**config.mk**
```make
export PLATFORM = sky130hd
export DESIGN_NAME = sac_top
export DESIGN_NICKNAME = d
export VERILOG_FILES = /design/src/sac_pkg.sv /design/src/sac_sar_seq.sv /design/src/sac_top.sv
export SDC_FILE = /design/constraint.sdc
export NUM_CORES = 1
export LEC_CHECK = 0
export BUFFER_PORTS_ARGS = -buffer_cell sky130_fd_sc_hd__buf_2
export CAP_MARGIN = 40
export CORE_MARGIN = 10
export CORE_UTILIZATION = 50
export CTS_CLUSTER_SIZE = 30
export DETAILED_ROUTE_END_ITERATION = 10
export GPL_TIMING_DRIVEN = 0
export PLACE_DENSITY = 0.81
export SLEW_MARGIN = 20
export SYNTH_ARGS = -nofsm -noshare
export SYNTH_HDL_FRONTEND = slang
export SYNTH_SLANG_ARGS = --single-unit
```
**constraint.sdc**
```tcl
create_clock -name i_clk_sys -period 7.2 [get_ports i_clk_sys]
set_clock_uncertainty 0.1 [all_clocks]
set_input_delay 2.16 -clock i_clk_sys [delete_from_list [all_inputs] [get_ports i_clk_sys]]
set_output_delay 2.16 -clock i_clk_sys [all_outputs]
set_load 0.01 [all_outputs]
```
**src/sac_pkg.sv**
```systemverilog
// Package for the successive approximation converter control: map, fields, timing, types
package sac_pkg;

	////////////////////////////////////////////////////////////////////////////////
	// Register word indices; byte address is four times the index
	localparam logic [9:0]  SAC_IDX_CTRL0     = 10'h010;
	localparam logic [9:0]  SAC_IDX_STAT      = 10'h011;
	localparam logic [9:0]  SAC_IDX_RES0      = 10'h020;
	localparam logic [9:0]  SAC_IDX_CTRL1     = 10'h397;
	localparam int unsigned SAC_NUM_CH        = 10;
	localparam logic [9:0]  SAC_NUM_CH_W      = 10'h00a;

	////////////////////////////////////////////////////////////////////////////////
	// Field positions and reset values
	localparam int unsigned SAC_C0_START_BIT  = 7;
	localparam int unsigned SAC_C0_TRIG_BIT   = 6;
	localparam int unsigned SAC_C1_REF_BIT    = 5;
	localparam int unsigned SAC_C0_W          = 10;
	localparam int unsigned SAC_C1_W          = 8;
	localparam logic [9:0]  SAC_C0_RESET      = 10'h000;
	localparam logic [7:0]  SAC_C1_RESET      = 8'h00;

	////////////////////////////////////////////////////////////////////////////////
	// Conversion timing in conversion-clock cycles
	localparam int unsigned SAC_TICKS_PER_BIT = 2;
	localparam int unsigned SAC_CYC_NOSH_8    = 49;
	localparam int unsigned SAC_CYC_NOSH_10   = 59;
	localparam int unsigned SAC_CYC_SH_8      = 28;
	localparam int unsigned SAC_CYC_SH_10     = 33;
	localparam logic [6:0]  SAC_SMP_NOSH_8    = 7'(SAC_CYC_NOSH_8 - SAC_TICKS_PER_BIT * 8);
	localparam logic [6:0]  SAC_SMP_NOSH_10   = 7'(SAC_CYC_NOSH_10 - SAC_TICKS_PER_BIT * 10);
	localparam logic [6:0]  SAC_SMP_SH_8      = 7'(SAC_CYC_SH_8 - SAC_TICKS_PER_BIT * 8);
	localparam logic [6:0]  SAC_SMP_SH_10     = 7'(SAC_CYC_SH_10 - SAC_TICKS_PER_BIT * 10);
	localparam logic [3:0]  SAC_MSB           = 4'h9;
	localparam logic [3:0]  SAC_LSB_10        = 4'h0;
	localparam logic [3:0]  SAC_LSB_8         = 4'h2;
	localparam logic [9:0]  SAC_CODE_MID      = 10'h200;

	////////////////////////////////////////////////////////////////////////////////
	// Enumerations
	typedef enum logic [2:0] {
		SAC_MODE_ONESHOT = 3'h0,
		SAC_MODE_REPEAT  = 3'h1,
		SAC_MODE_SWEEP   = 3'h2,
		SAC_MODE_RSWEEP0 = 3'h3,
		SAC_MODE_RSWEEP1 = 3'h4
	} sac_mode_t;

	typedef enum logic [1:0] {
		SAC_DIV_1 = 2'h0,
		SAC_DIV_2 = 2'h1,
		SAC_DIV_4 = 2'h2
	} sac_div_t;

	typedef enum logic [1:0] {
		SAC_ST_IDLE = 2'b00,
		SAC_ST_CONV = 2'b01
	} sac_state_t;

	typedef enum logic [1:0] {
		SAC_SEQ_IDLE   = 2'b00,
		SAC_SEQ_SAMPLE = 2'b01,
		SAC_SEQ_BITS   = 2'b11
	} sac_seq_state_t;

	////////////////////////////////////////////////////////////////////////////////
	// Register layouts and analog front-end bundle
	typedef struct packed {
		logic       ext_idx;
		logic       ext_sel;
		logic       start;
		logic       trig_ext;
		logic [2:0] mode;
		logic [2:0] chan;
	} sac_ctrl0_t;

	typedef struct packed {
		logic [1:0] div;
		logic       ref_connect;
		logic       rsvd;
		logic       sh_en;
		logic       res10;
		logic [1:0] grp;
	} sac_ctrl1_t;

	typedef struct packed {
		logic       sampling;
		logic       busy;
		logic [3:0] cur_ch;
	} sac_stat_t;

	typedef struct packed {
		logic       ref_connect;
		logic [3:0] mux_sel;
		logic       sample;
		logic [9:0] dac_code;
	} sac_afe_t;

endpackage : sac_pkg

```
**src/sac_sar_seq.sv**
```systemverilog
// Successive approximation sequencer: sample phase then one decision per bit
`timescale 1ns/10ps
module sac_sar_seq
	import sac_pkg::*;
(
	// Clock and reset
	input  wire logic       i_clk,
	input  wire logic       i_rst_n,
	// Control
	input  wire logic       i_tick,
	input  wire logic       i_start,
	input  wire logic       i_abort,
	input  wire logic       i_res10,
	input  wire logic       i_sh_en,
	input  wire logic       i_cmp_high,
	// Status and result
	output logic [9:0]      o_code,
	output logic            o_sample,
	output logic            o_busy,
	output logic            o_done,
	output logic [9:0]      o_result
);

	sac_seq_state_t state_r, state_nxt;
	logic [6:0]     cnt_r, cnt_nxt;
	logic [3:0]     bit_r, bit_nxt;
	logic           half_r, half_nxt;
	logic [9:0]     code_r, code_nxt;
	logic [9:0]     result_r, result_nxt;
	logic           done_r, done_nxt;
	logic [9:0]     decided;
	logic [6:0]     smp_len;
	logic [3:0]     lsb;

	////////////////////////////////////////////////////////////////////////////////
	always_comb
	begin
		case ({i_sh_en, i_res10})
			2'b00:   smp_len = SAC_SMP_NOSH_8;
			2'b01:   smp_len = SAC_SMP_NOSH_10;
			2'b10:   smp_len = SAC_SMP_SH_8;
			default: smp_len = SAC_SMP_SH_10;
		endcase
		lsb        = i_res10 ? SAC_LSB_10 : SAC_LSB_8;
		decided    = code_r;
		if (!i_cmp_high)
			decided[bit_r] = 1'b0;
		state_nxt  = state_r;
		cnt_nxt    = cnt_r;
		bit_nxt    = bit_r;
		half_nxt   = half_r;
		code_nxt   = code_r;
		result_nxt = result_r;
		done_nxt   = 1'b0;
		case (state_r)
			SAC_SEQ_IDLE: ;
			SAC_SEQ_SAMPLE:
				if (i_tick)
				begin
					if (cnt_r == 7'h00)
					begin
						state_nxt = SAC_SEQ_BITS;
						bit_nxt   = SAC_MSB;
						code_nxt  = SAC_CODE_MID;
						half_nxt  = 1'b0;
					end
					else
						cnt_nxt = cnt_r - 7'h01;
				end
			SAC_SEQ_BITS:
				if (i_tick)
				begin
					// First tick settles the ladder, second one decides
					half_nxt = ~half_r;
					if (half_r)
					begin
						code_nxt = decided;
						if (bit_r == lsb)
						begin
							state_nxt  = SAC_SEQ_IDLE;
							done_nxt   = 1'b1;
							result_nxt = i_res10 ? decided : {2'h0, decided[9:2]};
						end
						else
						begin
							bit_nxt  = bit_r - 4'h1;
							code_nxt = decided | (10'h001 << (bit_r - 4'h1));
						end
					end
				end
			default: state_nxt = SAC_SEQ_IDLE;
		endcase
		if (i_start)
		begin
			state_nxt = SAC_SEQ_SAMPLE;
			cnt_nxt   = smp_len - 7'h01;
			code_nxt  = 10'h000;
			half_nxt  = 1'b0;
		end
		else if (i_abort)
			state_nxt = SAC_SEQ_IDLE;
	end

	always_ff @(posedge i_clk or negedge i_rst_n)
	begin
		if (!i_rst_n)
		begin
			state_r  <= SAC_SEQ_IDLE;
			cnt_r    <= 7'h00;
			bit_r    <= 4'h0;
			half_r   <= 1'b0;
			code_r   <= 10'h000;
			result_r <= 10'h000;
			done_r   <= 1'b0;
		end
		else
		begin
			state_r  <= state_nxt;
			cnt_r    <= cnt_nxt;
			bit_r    <= bit_nxt;
			half_r   <= half_nxt;
			code_r   <= code_nxt;
			result_r <= result_nxt;
			done_r   <= done_nxt;
		end
	end

	assign o_code   = code_r;
	assign o_sample = (state_r == SAC_SEQ_SAMPLE);
	assign o_busy   = (state_r != SAC_SEQ_IDLE);
	assign o_done   = done_r;
	assign o_result = result_r;

endmodule : sac_sar_seq

```
**src/sac_top.sv**
```systemverilog
// Converter control top: APB registers, triggering, modes, clock divider, result store
//
// Functional notes
// - One shared 10-bit successive approximation engine serves every input channel.
// - Clearing the reference-connect bit detaches the ladder from the reference.
// - Each result lands in the result register of the channel converted.
// - 10-bit results: low eight bits in even byte, top two in odd byte.
// - 8-bit results: all eight bits in the even byte.
// - Modes: one-shot, repeat, single sweep, repeat sweep 0, repeat sweep 1.
// - Multiplexer addresses eight primary inputs plus two extension inputs.
// - Software trigger: start flag going zero to one starts conversion.
// - External trigger: falling trigger edge starts conversion while start flag set.
// - A further falling trigger edge restarts conversion.
// - Without sample-and-hold: 49 cycles at 8-bit, 59 at 10-bit.
// - With sample-and-hold: 28 cycles at 8-bit, 33 at 10-bit.
// - Conversion clock is system clock undivided, halved or quartered.
// - One-shot: convert once, clear start unless external, request interrupt.
// - Repeat: convert continuously until start cleared, no interrupt.
// - Sweeps cover first two, four, six or eight primary channels in turn.
//
// Decided for this implementation: register access over APB and the placing of the registers.
`timescale 1ns/10ps
module sac_top
	import sac_pkg::*;
(
	// Clock and reset
	input  wire logic        i_clk_sys,
	input  wire logic        i_reset_n,
	// APB slave
	input  wire logic [11:0] i_paddr,
	input  wire logic        i_psel,
	input  wire logic        i_penable,
	input  wire logic        i_pwrite,
	input  wire logic [31:0] i_pwdata,
	output logic [31:0]      o_prdata,
	output logic             o_pready,
	output logic             o_pslverr,
	// Trigger pin and comparator
	input  wire logic        i_ext_conv_trigger_in,
	input  wire logic        i_cmp_high,
	// Analog front end and completion request
	output sac_afe_t         o_afe,
	output logic             o_conv_irq_req
);

	////////////////////////////////////////////////////////////////////////////////
	// Reset release and pin synchronisers
	logic [1:0] rst_sync_r;
	logic       rst_n;
	logic [1:0] trig_sync_r;
	logic       trig_prev_r;
	logic       trig_fall;

	always_ff @(posedge i_clk_sys or negedge i_reset_n)
	begin
		if (!i_reset_n)
			rst_sync_r <= 2'b00;
		else
			rst_sync_r <= {rst_sync_r[0], 1'b1};
	end
	assign rst_n = rst_sync_r[1];

	// Trigger idles high so a reset does not fake a falling edge
	always_ff @(posedge i_clk_sys or negedge rst_n)
	begin
		if (!rst_n)
		begin
			trig_sync_r <= 2'b11;
			trig_prev_r <= 1'b1;
		end
		else
		begin
			trig_sync_r <= {trig_sync_r[0], i_ext_conv_trigger_in};
			trig_prev_r <= trig_sync_r[1];
		end
	end
	assign trig_fall = trig_prev_r & ~trig_sync_r[1];

	////////////////////////////////////////////////////////////////////////////////
	// Conversion clock enable
	sac_ctrl1_t ctrl1_r, ctrl1_nxt;
	logic [1:0] div_cnt_r, div_cnt_nxt;
	logic       conv_clock;
	logic       seq_start;

	always_comb
	begin
		// Restart the divider per channel so a conversion spans whole periods
		div_cnt_nxt = seq_start ? 2'h0 : div_cnt_r + 2'h1;
		case (ctrl1_r.div)
			SAC_DIV_1: conv_clock = 1'b1;
			SAC_DIV_2: conv_clock = div_cnt_r[0];
			default:   conv_clock = (div_cnt_r == 2'h3);
		endcase
	end

	always_ff @(posedge i_clk_sys or negedge rst_n)
	begin
		if (!rst_n)
			div_cnt_r <= 2'h0;
		else
			div_cnt_r <= div_cnt_nxt;
	end

	////////////////////////////////////////////////////////////////////////////////
	// Sequencer
	logic       seq_abort;
	logic       seq_done;
	logic       seq_busy;
	logic       seq_sample;
	logic [9:0] seq_code;
	logic [9:0] seq_result;

	// Comparator is latched on this clock; two sync stages would miss the bit slot
	sac_sar_seq u_seq (
		.i_clk      (i_clk_sys),
		.i_rst_n    (rst_n),
		.i_tick     (conv_clock),
		.i_start    (seq_start),
		.i_abort    (seq_abort),
		.i_res10    (ctrl1_r.res10),
		.i_sh_en    (ctrl1_r.sh_en),
		.i_cmp_high (i_cmp_high),
		.o_code     (seq_code),
		.o_sample   (seq_sample),
		.o_busy     (seq_busy),
		.o_done     (seq_done),
		.o_result   (seq_result)
	);

	////////////////////////////////////////////////////////////////////////////////
	// Control, mode sequencing and registers
	sac_state_t state_r, state_nxt;
	sac_ctrl0_t ctrl0_r, ctrl0_nxt;
	logic [3:0] cur_ch_r, cur_ch_nxt;
	logic [2:0] pos_r, pos_nxt;
	logic       irq_r, irq_nxt;
	logic [31:0] prdata_r, prdata_nxt;
	logic [9:0] res_r [SAC_NUM_CH];
	logic [9:0] idx;
	logic [9:0] ridx;
	logic       wr_acc;
	logic       mapped;
	logic       go_sw;
	logic       go_ext;
	logic       finish;
	logic [2:0] last_ch;
	logic [3:0] first_ch;
	sac_ctrl0_t wr_c0;
	sac_stat_t  stat;

	assign idx    = i_paddr[11:2];
	assign ridx   = idx - SAC_IDX_RES0;
	assign wr_acc = i_psel & i_penable & i_pwrite;
	assign wr_c0  = i_pwdata[SAC_C0_W-1:0];
	assign stat   = '{sampling: seq_sample, busy: (state_r == SAC_ST_CONV), cur_ch: cur_ch_r};

	always_comb
	begin
		state_nxt  = state_r;
		ctrl0_nxt  = ctrl0_r;
		ctrl1_nxt  = ctrl1_r;
		cur_ch_nxt = cur_ch_r;
		pos_nxt    = pos_r;
		irq_nxt    = 1'b0;
		prdata_nxt = prdata_r;
		seq_start  = 1'b0;
		seq_abort  = 1'b0;
		finish     = 1'b0;
		last_ch    = {ctrl1_r.grp, 1'b1};
		// Extension inputs only make sense for single-channel modes
		if ((ctrl0_r.mode == SAC_MODE_ONESHOT) || (ctrl0_r.mode == SAC_MODE_REPEAT))
			first_ch = ctrl0_r.ext_sel ? {3'b100, ctrl0_r.ext_idx}
			                           : {1'b0, ctrl0_r.chan};
		else
			first_ch = 4'h0;

		// End of one channel: store happens in the result bank
		if ((state_r == SAC_ST_CONV) && seq_done)
		begin
			case (ctrl0_r.mode)
				SAC_MODE_ONESHOT: finish = 1'b1;
				SAC_MODE_REPEAT:  seq_start = 1'b1;
				SAC_MODE_SWEEP, SAC_MODE_RSWEEP0:
				begin
					if (cur_ch_r[2:0] == last_ch)
					begin
						if (ctrl0_r.mode == SAC_MODE_SWEEP)
							finish = 1'b1;
						else
						begin
							cur_ch_nxt = 4'h0;
							seq_start  = 1'b1;
						end
					end
					else
					begin
						cur_ch_nxt = cur_ch_r + 4'h1;
						seq_start  = 1'b1;
					end
				end
				SAC_MODE_RSWEEP1:
				begin
					// Channel 0 is interleaved between every other group member
					if (cur_ch_r == 4'h0)
						cur_ch_nxt = {1'b0, pos_r};
					else
					begin
						pos_nxt    = (pos_r == last_ch) ? 3'h1 : pos_r + 3'h1;
						cur_ch_nxt = 4'h0;
					end
					seq_start = 1'b1;
				end
				default: finish = 1'b1;
			endcase
			if (finish)
			begin
				state_nxt = SAC_ST_IDLE;
				irq_nxt   = 1'b1;
				if (!ctrl0_r.trig_ext)
					ctrl0_nxt.start = 1'b0;
			end
		end

		// Start flag cleared by software stops any mode
		if ((state_r == SAC_ST_CONV) && !ctrl0_r.start)
		begin
			state_nxt = SAC_ST_IDLE;
			seq_start = 1'b0;
			seq_abort = 1'b1;
		end

		go_sw  = wr_acc && (idx == SAC_IDX_CTRL0) && wr_c0.start && !ctrl0_r.start
		         && !wr_c0.trig_ext;
		go_ext = trig_fall && ctrl0_r.start && ctrl0_r.trig_ext;
		if (go_sw || go_ext)
		begin
			state_nxt  = SAC_ST_CONV;
			seq_start  = 1'b1;
			seq_abort  = 1'b0;
			pos_nxt    = 3'h1;
			if (go_sw)
				cur_ch_nxt = (wr_c0.mode <= SAC_MODE_REPEAT)
				             ? (wr_c0.ext_sel ? {3'b100, wr_c0.ext_idx} : {1'b0, wr_c0.chan})
				             : 4'h0;
			else
				cur_ch_nxt = first_ch;
		end

		// Software write last, so a set of the start flag beats a hardware clear
		if (wr_acc && (idx == SAC_IDX_CTRL0))
			ctrl0_nxt = wr_c0;
		if (wr_acc && (idx == SAC_IDX_CTRL1))
		begin
			ctrl1_nxt      = i_pwdata[SAC_C1_W-1:0];
			ctrl1_nxt.rsvd = 1'b0;
		end

		// Read data captured in the setup phase
		mapped = 1'b1;
		case (idx)
			SAC_IDX_CTRL0: prdata_nxt = {22'h0, ctrl0_r};
			SAC_IDX_CTRL1: prdata_nxt = {24'h0, ctrl1_r};
			SAC_IDX_STAT:  prdata_nxt = {26'h0, stat};
			default:
				if (ridx < SAC_NUM_CH_W)
					prdata_nxt = {22'h0, res_r[ridx[3:0]]};
				else
				begin
					prdata_nxt = 32'h0000_0000;
					mapped     = 1'b0;
				end
		endcase
		if (!(i_psel && !i_penable && !i_pwrite))
			prdata_nxt = prdata_r;
	end

	always_ff @(posedge i_clk_sys or negedge rst_n)
	begin
		if (!rst_n)
		begin
			state_r  <= SAC_ST_IDLE;
			ctrl0_r  <= SAC_C0_RESET;
			ctrl1_r  <= SAC_C1_RESET;
			cur_ch_r <= 4'h0;
			pos_r    <= 3'h1;
			irq_r    <= 1'b0;
			prdata_r <= 32'h0000_0000;
		end
		else
		begin
			state_r  <= state_nxt;
			ctrl0_r  <= ctrl0_nxt;
			ctrl1_r  <= ctrl1_nxt;
			cur_ch_r <= cur_ch_nxt;
			pos_r    <= pos_nxt;
			irq_r    <= irq_nxt;
			prdata_r <= prdata_nxt;
		end
	end

	////////////////////////////////////////////////////////////////////////////////
	// Result bank, one word per channel
	genvar g;
	generate
		for (g = 0; g < SAC_NUM_CH; g++)
		begin : g_res
			logic [9:0] res_nxt;
			assign res_nxt = (seq_done && (state_r == SAC_ST_CONV) && (cur_ch_r == 4'(g)))
			                 ? seq_result : res_r[g];
			always_ff @(posedge i_clk_sys or negedge rst_n)
			begin
				if (!rst_n)
					res_r[g] <= 10'h000;
				else
					res_r[g] <= res_nxt;
			end
		end
	endgenerate

	////////////////////////////////////////////////////////////////////////////////
	// Outputs
	assign o_prdata         = prdata_r;
	assign o_pready         = 1'b1;
	assign o_pslverr        = i_psel & i_penable & ~mapped;
	assign o_conv_irq_req   = irq_r;
	assign o_afe = '{ref_connect: ctrl1_r.ref_connect,
	                 mux_sel:     cur_ch_r,
	                 sample:      seq_sample,
	                 dac_code:    seq_code};

endmodule : sac_top

```
==> results of run 1 <==
==> layout make-up <==
class                           count  share of cell area [%]
Antenna cell                        1                 0.02349
Tap cell                          229                   2.690
Timing Repair Buffer               59                   3.488
Clock buffer                       22                   4.358
Multi-Input combinational cell    533                   41.01
Sequential cell                   178                   41.90
Buffer                             79                   4.252
Inverter                           17                  0.5990
Clock inverter                      9                   1.680
==> stage by stage <==
stage / power [mW] / hold WS, ns
3_3_place_gp: 1.778 / 0.2380
6_report: 2.821 / 0.1209
4_1_cts: 2.822 / 0.1391
5_1_grt: 2.960 / 0.1468
2_1_floorplan: 1.622 / 0.2312
3_5_place_dp: 1.809 / 0.1354
==> power groups by stage <==
stage                     Combinational, mW  Clock [mW]  Sequential, mW
final                                 0.605        1.02            1.20
after global routing                  0.678        1.07            1.21
after CTS                             0.604        1.02            1.20
after detailed placement              0.597           0            1.21
after global placement                0.556           0            1.22
after floorplan                       0.412           0            1.21
==> logic make-up (layout without fill, tap and decap cells) <==
family / count (synthesis) / after routing / share of synthesized area, %
AOI/OAI and AO/OA: 130 / 130 / 9.388
xor gates and xnor gates: 14 / 14 / 1.324
adders and majority gates: 16 / 16 / 2.161
buffers and inverters: 96 / 186 / 5.579
DFF: 178 / 178 / 48.14
muxes: 174 / 174 / 23.23
other: 2 / 25 / 0.08108
and+or+nand+nor: 175 / 175 / 10.09
==> routing by layer <==
metal / track usage (%) / up-vias / routed length [µm]
met4: 5.753 / 0 / 386
li1: - / 3025 / -
met1: 24.67 / 3383 / 9551
met5: 0 / - / 0
met2: 31.17 / 254 / 11080
met3: 5.459 / 37 / 1887
==> cells in the mapped netlist (9+ instances only) <==
cell type,instances
sky130_fd_sc_hd__clkbuf_1,32
sky130_fd_sc_hd__nand2_1,50
sky130_fd_sc_hd__nor4_1,9
sky130_fd_sc_hd__a31oi_1,9
sky130_fd_sc_hd__mux4_2,20
sky130_fd_sc_hd__dfrtp_1,174
sky130_fd_sc_hd__buf_2,10
sky130_fd_sc_hd__o21ai_0,38
sky130_fd_sc_hd__a21oi_1,25
sky130_fd_sc_hd__nand3_1,18
sky130_fd_sc_hd__nor3_1,9
sky130_fd_sc_hd__nand2b_1,14
sky130_fd_sc_hd__nor2_1,28
sky130_fd_sc_hd__ha_1,16
sky130_fd_sc_hd__buf_4,32
sky130_fd_sc_hd__mux2_2,128
sky130_fd_sc_hd__mux2i_1,26
sky130_fd_sc_hd__inv_1,17
==> state kept, by name, summed over array words and instances (netlist names), 3 cells and up <==
name,flops
cur_ch_r,4
o_prdata,10
u_seq.cnt_r,7
res_r,100
ctrl0_r,10
u_seq.bit_r,4
u_seq.o_result,10
pos_r,3
u_seq.o_code,10
ctrl1_r,6
==> worst max-delay path: stages <==
cell and delay (ns):
sky130_fd_sc_hd__buf_2 0.11, sky130_fd_sc_hd__or4b_4 0.57, sky130_fd_sc_hd__nor4_4 0.56, sky130_fd_sc_hd__nor4_1 0.08, sky130_fd_sc_hd__buf_2 0.16
==> how the worst min path moves through the flow <==
stage                     cells past startpoint                       endpoint  slack, ns
after floorplan                               0        rst_sync_r[1]$_DFF_PN0_       0.23
final                                         0  u_seq.o_result[3]$_DFFE_PN0P_       0.12
after global placement                        0        rst_sync_r[1]$_DFF_PN0_       0.24
after global routing                          0     u_seq.bit_r[1]$_DFFE_PN0P_       0.15
after CTS                                     0  u_seq.o_result[3]$_DFFE_PN0P_       0.14
after detailed placement                      0    u_seq.o_code[6]$_DFFE_PN0P_       0.14
==> reports/qor_table.md, run 1 <==
| Parameter | Value |
| --- | --- |
| CTS H-tree depth | 4 |
| Floorplan die height | 156.1 µm |
| Critical path origin | i_paddr[8] |
| Class of the tightest hold or removal check | flip-flop to asynchronous set/reset pin |
| Placer congestion estimate | 0.9656 |
| Number of endpoints failing setup at the final stage | 0 |
| Final core area utilization | 58.90% |
| TritonCTS clock tree | built |
| Worst voltage drop across the vdd grid | 191.4 µV |
| Origin of the critical flop-to-flop path | ctrl0_r[5]$_DFFE_PN0N_ |
| Input/output buffers | 53 |
| Top_reg_cell synth | sky130_fd_sc_hd__dfrtp_1 |
| Data required, critical path | 4.94 ns |
| Result of the run | complete, no violations |
| Routed wire per std cell | 20.32 µm |
| Yosys warning total | 0 |
| Fraction of power consumed by sequential logic | 42.5% |
| Post-synthesis cell type count | 66 |
| Post-route ant nets | 0 |
| Clock tree root driver cell | sky130_fd_sc_hd__clkbuf_16 |
| Number of endpoints with negative hold slack in the final report | 0 |
| Critical-path maximum fanout | 8 |
| Inst Count DP | 1094 |
| Sequential fraction of the synthesis area | 48.14% |
| Initial Util | 51.21% |
| Cells after Synth | 785 |
| Clock sink count | 178 |
| Bufs on Longest Clock Path | 2 |
| Wire length of the first global-routing pass | 37.29 mm |
| Overall Global Routing Usage | 19.28% |
| Die Span X | 156.1 µm |
| Antenna violations before repair | 1 |
| Number of placed I/O pins | 102 |
| Startpoint Class | primary input |
| Total standard cell area after synthesis | 9263 µm² |
| Core region area | 18090 µm² |
| Final worst-path cycle share | 82.04% |
| DRC violation count after routing | 0 |
| Power density of the placed cells | 264.8 nW/µm² |
| Pin count of the biggest net entering global routing | 58 |
| Number of fillers in the final layout | 1411 |
| Reg2reg path depth | 12 |
| Area of the die | 24370 µm² |
| Share of the synthesized area in the top cell type | 47.01% |
| Part of the total power dissipated in combinational logic | 21.5% |
| Clock group share of total power | 36.1% |
| Final-stage net count | 952 |
| Area taken by flip-flops and latches | 4463 µm² |
| Detailed placement HPWL | 16.32 mm |
| Cts hold-fix bufs | 0 |
| Latest clock arrival within the worst-skew pair | 0.43 ns |
| Final TNS setup | 0 ns |
| Post-route worst setup slack | 1.293 ns |
| P_int | 1.982 mW |
| Layout area overhead | 15.01% |
| Overall overflow remaining after global route | 0 |
| Vias post-DR | 6699 |
| Net Sw Power | 0.8393 mW |
| Wirelength, routed | 22.90 mm |
| Fraction of synthesis flops using an asynchronous set or reset pin | 100.0% |
| Commonest cells after routing, fill and taps aside | sky130_fd_sc_hd__dfrtp_1, sky130_fd_sc_hd__mux2_2, sky130_fd_sc_hd__buf_2, sky130_fd_sc_hd__nand2_1, sky130_fd_sc_hd__o21ai_0 |
| Number of storage elements in the synthesis netlist | 178 |
| Endpoint arrival time on the critical path | 3.65 ns |
| Average cell area after synthesis | 11.80 µm² |
| Resized cells post-CTS | 0 |
| Max-cap violations | 0 |
| Clock buffer count from CTS | 17 |
| Tmin final | 5.907 ns |
| Worst setup endpoint | o_pslverr |
| Multi-input logic area | 4369 µm² |
| RSZ-0062 raised after global routing | no |
| Post-CTS Setup Bufs | 0 |
| Dominant cells by area after synthesis | sky130_fd_sc_hd__dfrtp_1, sky130_fd_sc_hd__mux2_2, sky130_fd_sc_hd__mux4_2 |
| Worst Tran Pin Value | 0.8062 ns |
| Worst slack after detailed placement | 1.109 ns |
| Pins over their slew limit | 0 |
| Critical R2R Capture | u_seq.cnt_r[4]$_DFFE_PN0P_ |
| Number of detailed-routing iterations run before antenna repair | 5 |
| Switching part of the total | 29.75% |
| Cell area after layout | 10650 µm² |
| Fraction of final layout cells with drive strength greater than 1 | 32.55% |
| Worst reg2reg setup slack | 4.25 ns |
| Tightest slew margin relative to the limit | 45.75% |
| Crit. End Element | primary output |
| Number of enable flip-flop cells after synthesis | 0 |
| Crit Path Category | primary input to primary output |
| # rows | 49 |
| Final standard cell count with taps included and fillers excluded | 1127 |
| Average via count per standard cell | 5.944 |
| Cell area reported after detailed placement | 10000 µm² |
| Most common cell after layout, fill and taps aside | sky130_fd_sc_hd__dfrtp_1 |
| Leading area contributor after synthesis | sky130_fd_sc_hd__dfrtp_1 |
| Drt initial violations | 489 |
| Via count of the first global-routing pass | 6877 |
| Clock slew at the register clock pins of the worst setup and hold paths | 0.06 ns |
| Pleak | 5.035 nW |
| Achievable frequency | 169.3 MHz |
Note: power is estimated with default switching activity, not from simulation.
==> inputs of run 2 (changes only) <==
- PLACE_DENSITY: 0.81 -> 0.83
- clock period: 7.2 -> 5.1 ns (I/O delays scaled with it)
==> reports/qor_table.md, run 2 (same netlist as run 1, synthesis figures left out) <==
| Parameter | Value | Change |
| --- | --- | --- |
| Result of the run | complete, no violations | unchanged |
| TritonCTS clock tree | built | unchanged |
| Area of the die | 24370 µm² | unchanged |
| Most numerous cell on the critical path | sky130_fd_sc_hd__buf_2 | unchanged |
| # rows | 49 | unchanged |
| Worst Tran Pin Value | 0.9205 ns | was 0.8062 ns |
| Tmin final | 4.932 ns |  |
| Achievable frequency | 202.8 MHz |  |
| CTS H-tree depth | 4 | unchanged |
| Resized cells post-CTS | 0 | unchanged |
| Wire length of the first global-routing pass | 37.07 mm | was 37.29 mm |
| Post-route ant nets | 0 | unchanged |
| Met2 Track Usage GR | 30.12% | was 31.17% |
| Pins over their slew limit | 0 | unchanged |
| Register with the most flip-flops | res_r | unchanged |
| Floorplan die height | 156.1 µm | unchanged |
| Endpoint arrival time on the critical path | 3.30 ns | was 3.65 ns |
| Layout area overhead | 13.95% | was 15.01% |
| Number of placed I/O pins | 102 | unchanged |
| Fraction of met1 tracks used by global routing | 24.80% | was 24.67% |
| Data required, critical path | 3.47 ns | was 4.94 ns |
| Final-stage net count | 951 | was 952 |
| Cell with the biggest individual delay on the critical path | sky130_fd_sc_hd__nor3_1 | was sky130_fd_sc_hd__or4b_4 |
| Pin count of the biggest net entering global routing | 56 | was 58 |
| Crit path cell chain | buf_2 > or4b_4 > nor3_1 > nor4_1 > buf_2 | was buf_2 > or4b_4 > nor4_4 > nor4_1 > buf_2 |
| Number of endpoints failing setup at the final stage | 0 | unchanged |
| Initial Util | 51.21% | unchanged |
| Core region area | 18090 µm² | unchanged |
| Number of endpoints with negative hold slack in the final report | 0 | unchanged |
| Input/output buffers | 53 | unchanged |
| Power density of the placed cells | 360.8 nW/µm² | was 264.8 nW/µm² |
| Number of detailed-routing iterations run before antenna repair | 5 | unchanged |
| Final standard cell count with taps included and fillers excluded | 1126 | was 1127 |
| Clock sink count | 178 | unchanged |
| Drt initial violations | 480 | was 489 |
| Crit Path Category | primary input to primary output | unchanged |
| Die Span X | 156.1 µm | unchanged |
| Critical-path maximum fanout | 7 | was 8 |
| Detailed placement HPWL | 16.32 mm | about the same |
| Largest register FFs | 100 | unchanged |
| Via count of the first global-routing pass | 6799 | was 6877 |
| Met3 Track Usage GR | 5.404% | was 5.459% |
| Inst Count DP | 1094 | unchanged |
| Worst voltage drop across the vdd grid | 280.5 µV | was 191.4 µV |
| Average via count per standard cell | 5.940 | was 5.944 |
| Commonest cells after routing, fill and taps aside | sky130_fd_sc_hd__dfrtp_1, sky130_fd_sc_hd__mux2_2, sky130_fd_sc_hd__buf_2, sky130_fd_sc_hd__nand2_1, sky130_fd_sc_hd__o21ai_0 | unchanged |
| Antenna violations before repair | 1 | unchanged |
| Wirelength, routed | 23.03 mm | was 22.90 mm |
| Final worst-path cycle share | 96.71% |  |
| Pleak | 4.988 nW | was 5.035 nW |
| Class of the tightest hold or removal check | flip-flop to asynchronous set/reset pin | unchanged |
| Tightest slew margin relative to the limit | 38.16% | was 45.75% |
| Overall overflow remaining after global route | 0 | unchanged |
| Post-route worst setup slack | 0.1680 ns | was 1.293 ns |
| DRC violation count after routing | 0 | unchanged |
| Most common cell after layout, fill and taps aside | sky130_fd_sc_hd__dfrtp_1 | unchanged |
| Overall Global Routing Usage | 19.31% | was 19.28% |
| Max-cap violations | 0 | unchanged |
| Clock slew at the register clock pins of the worst setup and hold paths | 0.06 ns | about the same |
| RSZ-0062 raised after global routing | no | unchanged |
| Clock buffer count from CTS | 17 | unchanged |
| Fraction of final layout cells with drive strength greater than 1 | 32.37% | was 32.55% |
| Routed wire per std cell | 20.45 µm | was 20.32 µm |
| Global-route layer with the greatest usage | met2 | unchanged |
| Post-CTS Setup Bufs | 0 | unchanged |
| Final TNS setup | 0 ns | unchanged |
| Clock tree root driver cell | sky130_fd_sc_hd__clkbuf_16 | unchanged |
| Final core area utilization | 58.36% | was 58.90% |
| Bufs on Longest Clock Path | 2 | unchanged |
| Max incr delay on CP | 0.77 ns | was 0.57 ns |
| Cts hold-fix bufs | 0 | unchanged |
| Crit. End Element | primary output | unchanged |
| Placer congestion estimate | 0.9121 | was 0.9656 |
| Latest clock arrival within the worst-skew pair | 0.45 ns | was 0.43 ns |
| Worst slack after detailed placement | 0.2310 ns | was 1.109 ns |
| Startpoint Class | primary input | unchanged |
| Cell area reported after detailed placement | 9995 µm² | was 10000 µm² |
| Number of fillers in the final layout | 1435 | was 1411 |
| Vias post-DR | 6688 | was 6699 |
| Cell area after layout | 10560 µm² | was 10650 µm² |
## run 2: changes by cell type in the layout (fill, tap and decap cells not counted), sizes merged
cell | before | now
clkbuf | 55 | 56
clkinv | 2 | 3
bufinv | 5 | 1
inv | 17 | 18
## run 2: path summary, 6_finish.rpt
path                                    startpoint                         end  slack [ns]  cells past startpoint
hold reg to reg            rst_sync_r[1]$_DFF_PN0_       res_r[52]$_DFFE_PN0P_        0.20                      0
min in group i_clk_sys     rst_sync_r[0]$_DFF_PN0_     rst_sync_r[1]$_DFF_PN0_        0.25                      0
setup / recovery                        i_paddr[8]                   o_pslverr        0.17                      5
setup reg to reg            ctrl0_r[5]$_DFFE_PN0N_  u_seq.cnt_r[4]$_DFFE_PN0P_        2.16                     12
max in group asynchronous  rst_sync_r[1]$_DFF_PN0_        pos_r[0]$_DFFE_PN1P_        3.42                      3
hold / removal             rst_sync_r[1]$_DFF_PN0_       res_r[52]$_DFFE_PN0P_        0.20                      0
## run 2: through the flow
stage                     hold WS [ns]  total power, mW
after CTS                       0.2277            3.814
after detailed placement        0.2202            2.560
final                           0.2037            3.808
after floorplan                 0.2311            2.290
after global placement          0.2367            2.515
after global routing            0.2503            4.002
## run 2: power breakdown
group	total, mW	switching, mW	internal (mW)
logic	0.861	0.522	0.340
registers	1.70	0.132	1.57
clock network	1.25	0.540	0.710
total	3.81	1.19	2.61
## run 2: critical path, delay by kind of cell
family	cells	cell delay, ns
simple gates	3	1.47
buf+inv	2	0.30
## run 2: metal layers
metal,wire length [µm],vias to the layer above
met4,715,0
met2,10720,293
met3,1873,66
met5,0,-
met1,9719,3307
li1,-,3022
## run 2: cell type report
class                           count  area [µm²]  area share (%)
Sequential cell                   178        4463           42.28
Clock inverter                      7       76.32          0.7231
Antenna cell                        1       2.502         0.02371
Multi-Input combinational cell    533        4369           41.39
Inverter                           17       63.81          0.6046
Clock buffer                       24       481.7           4.564
Tap cell                          229       286.5           2.715
Timing Repair Buffer               58       359.1           3.402
Buffer                             79       452.9           4.291
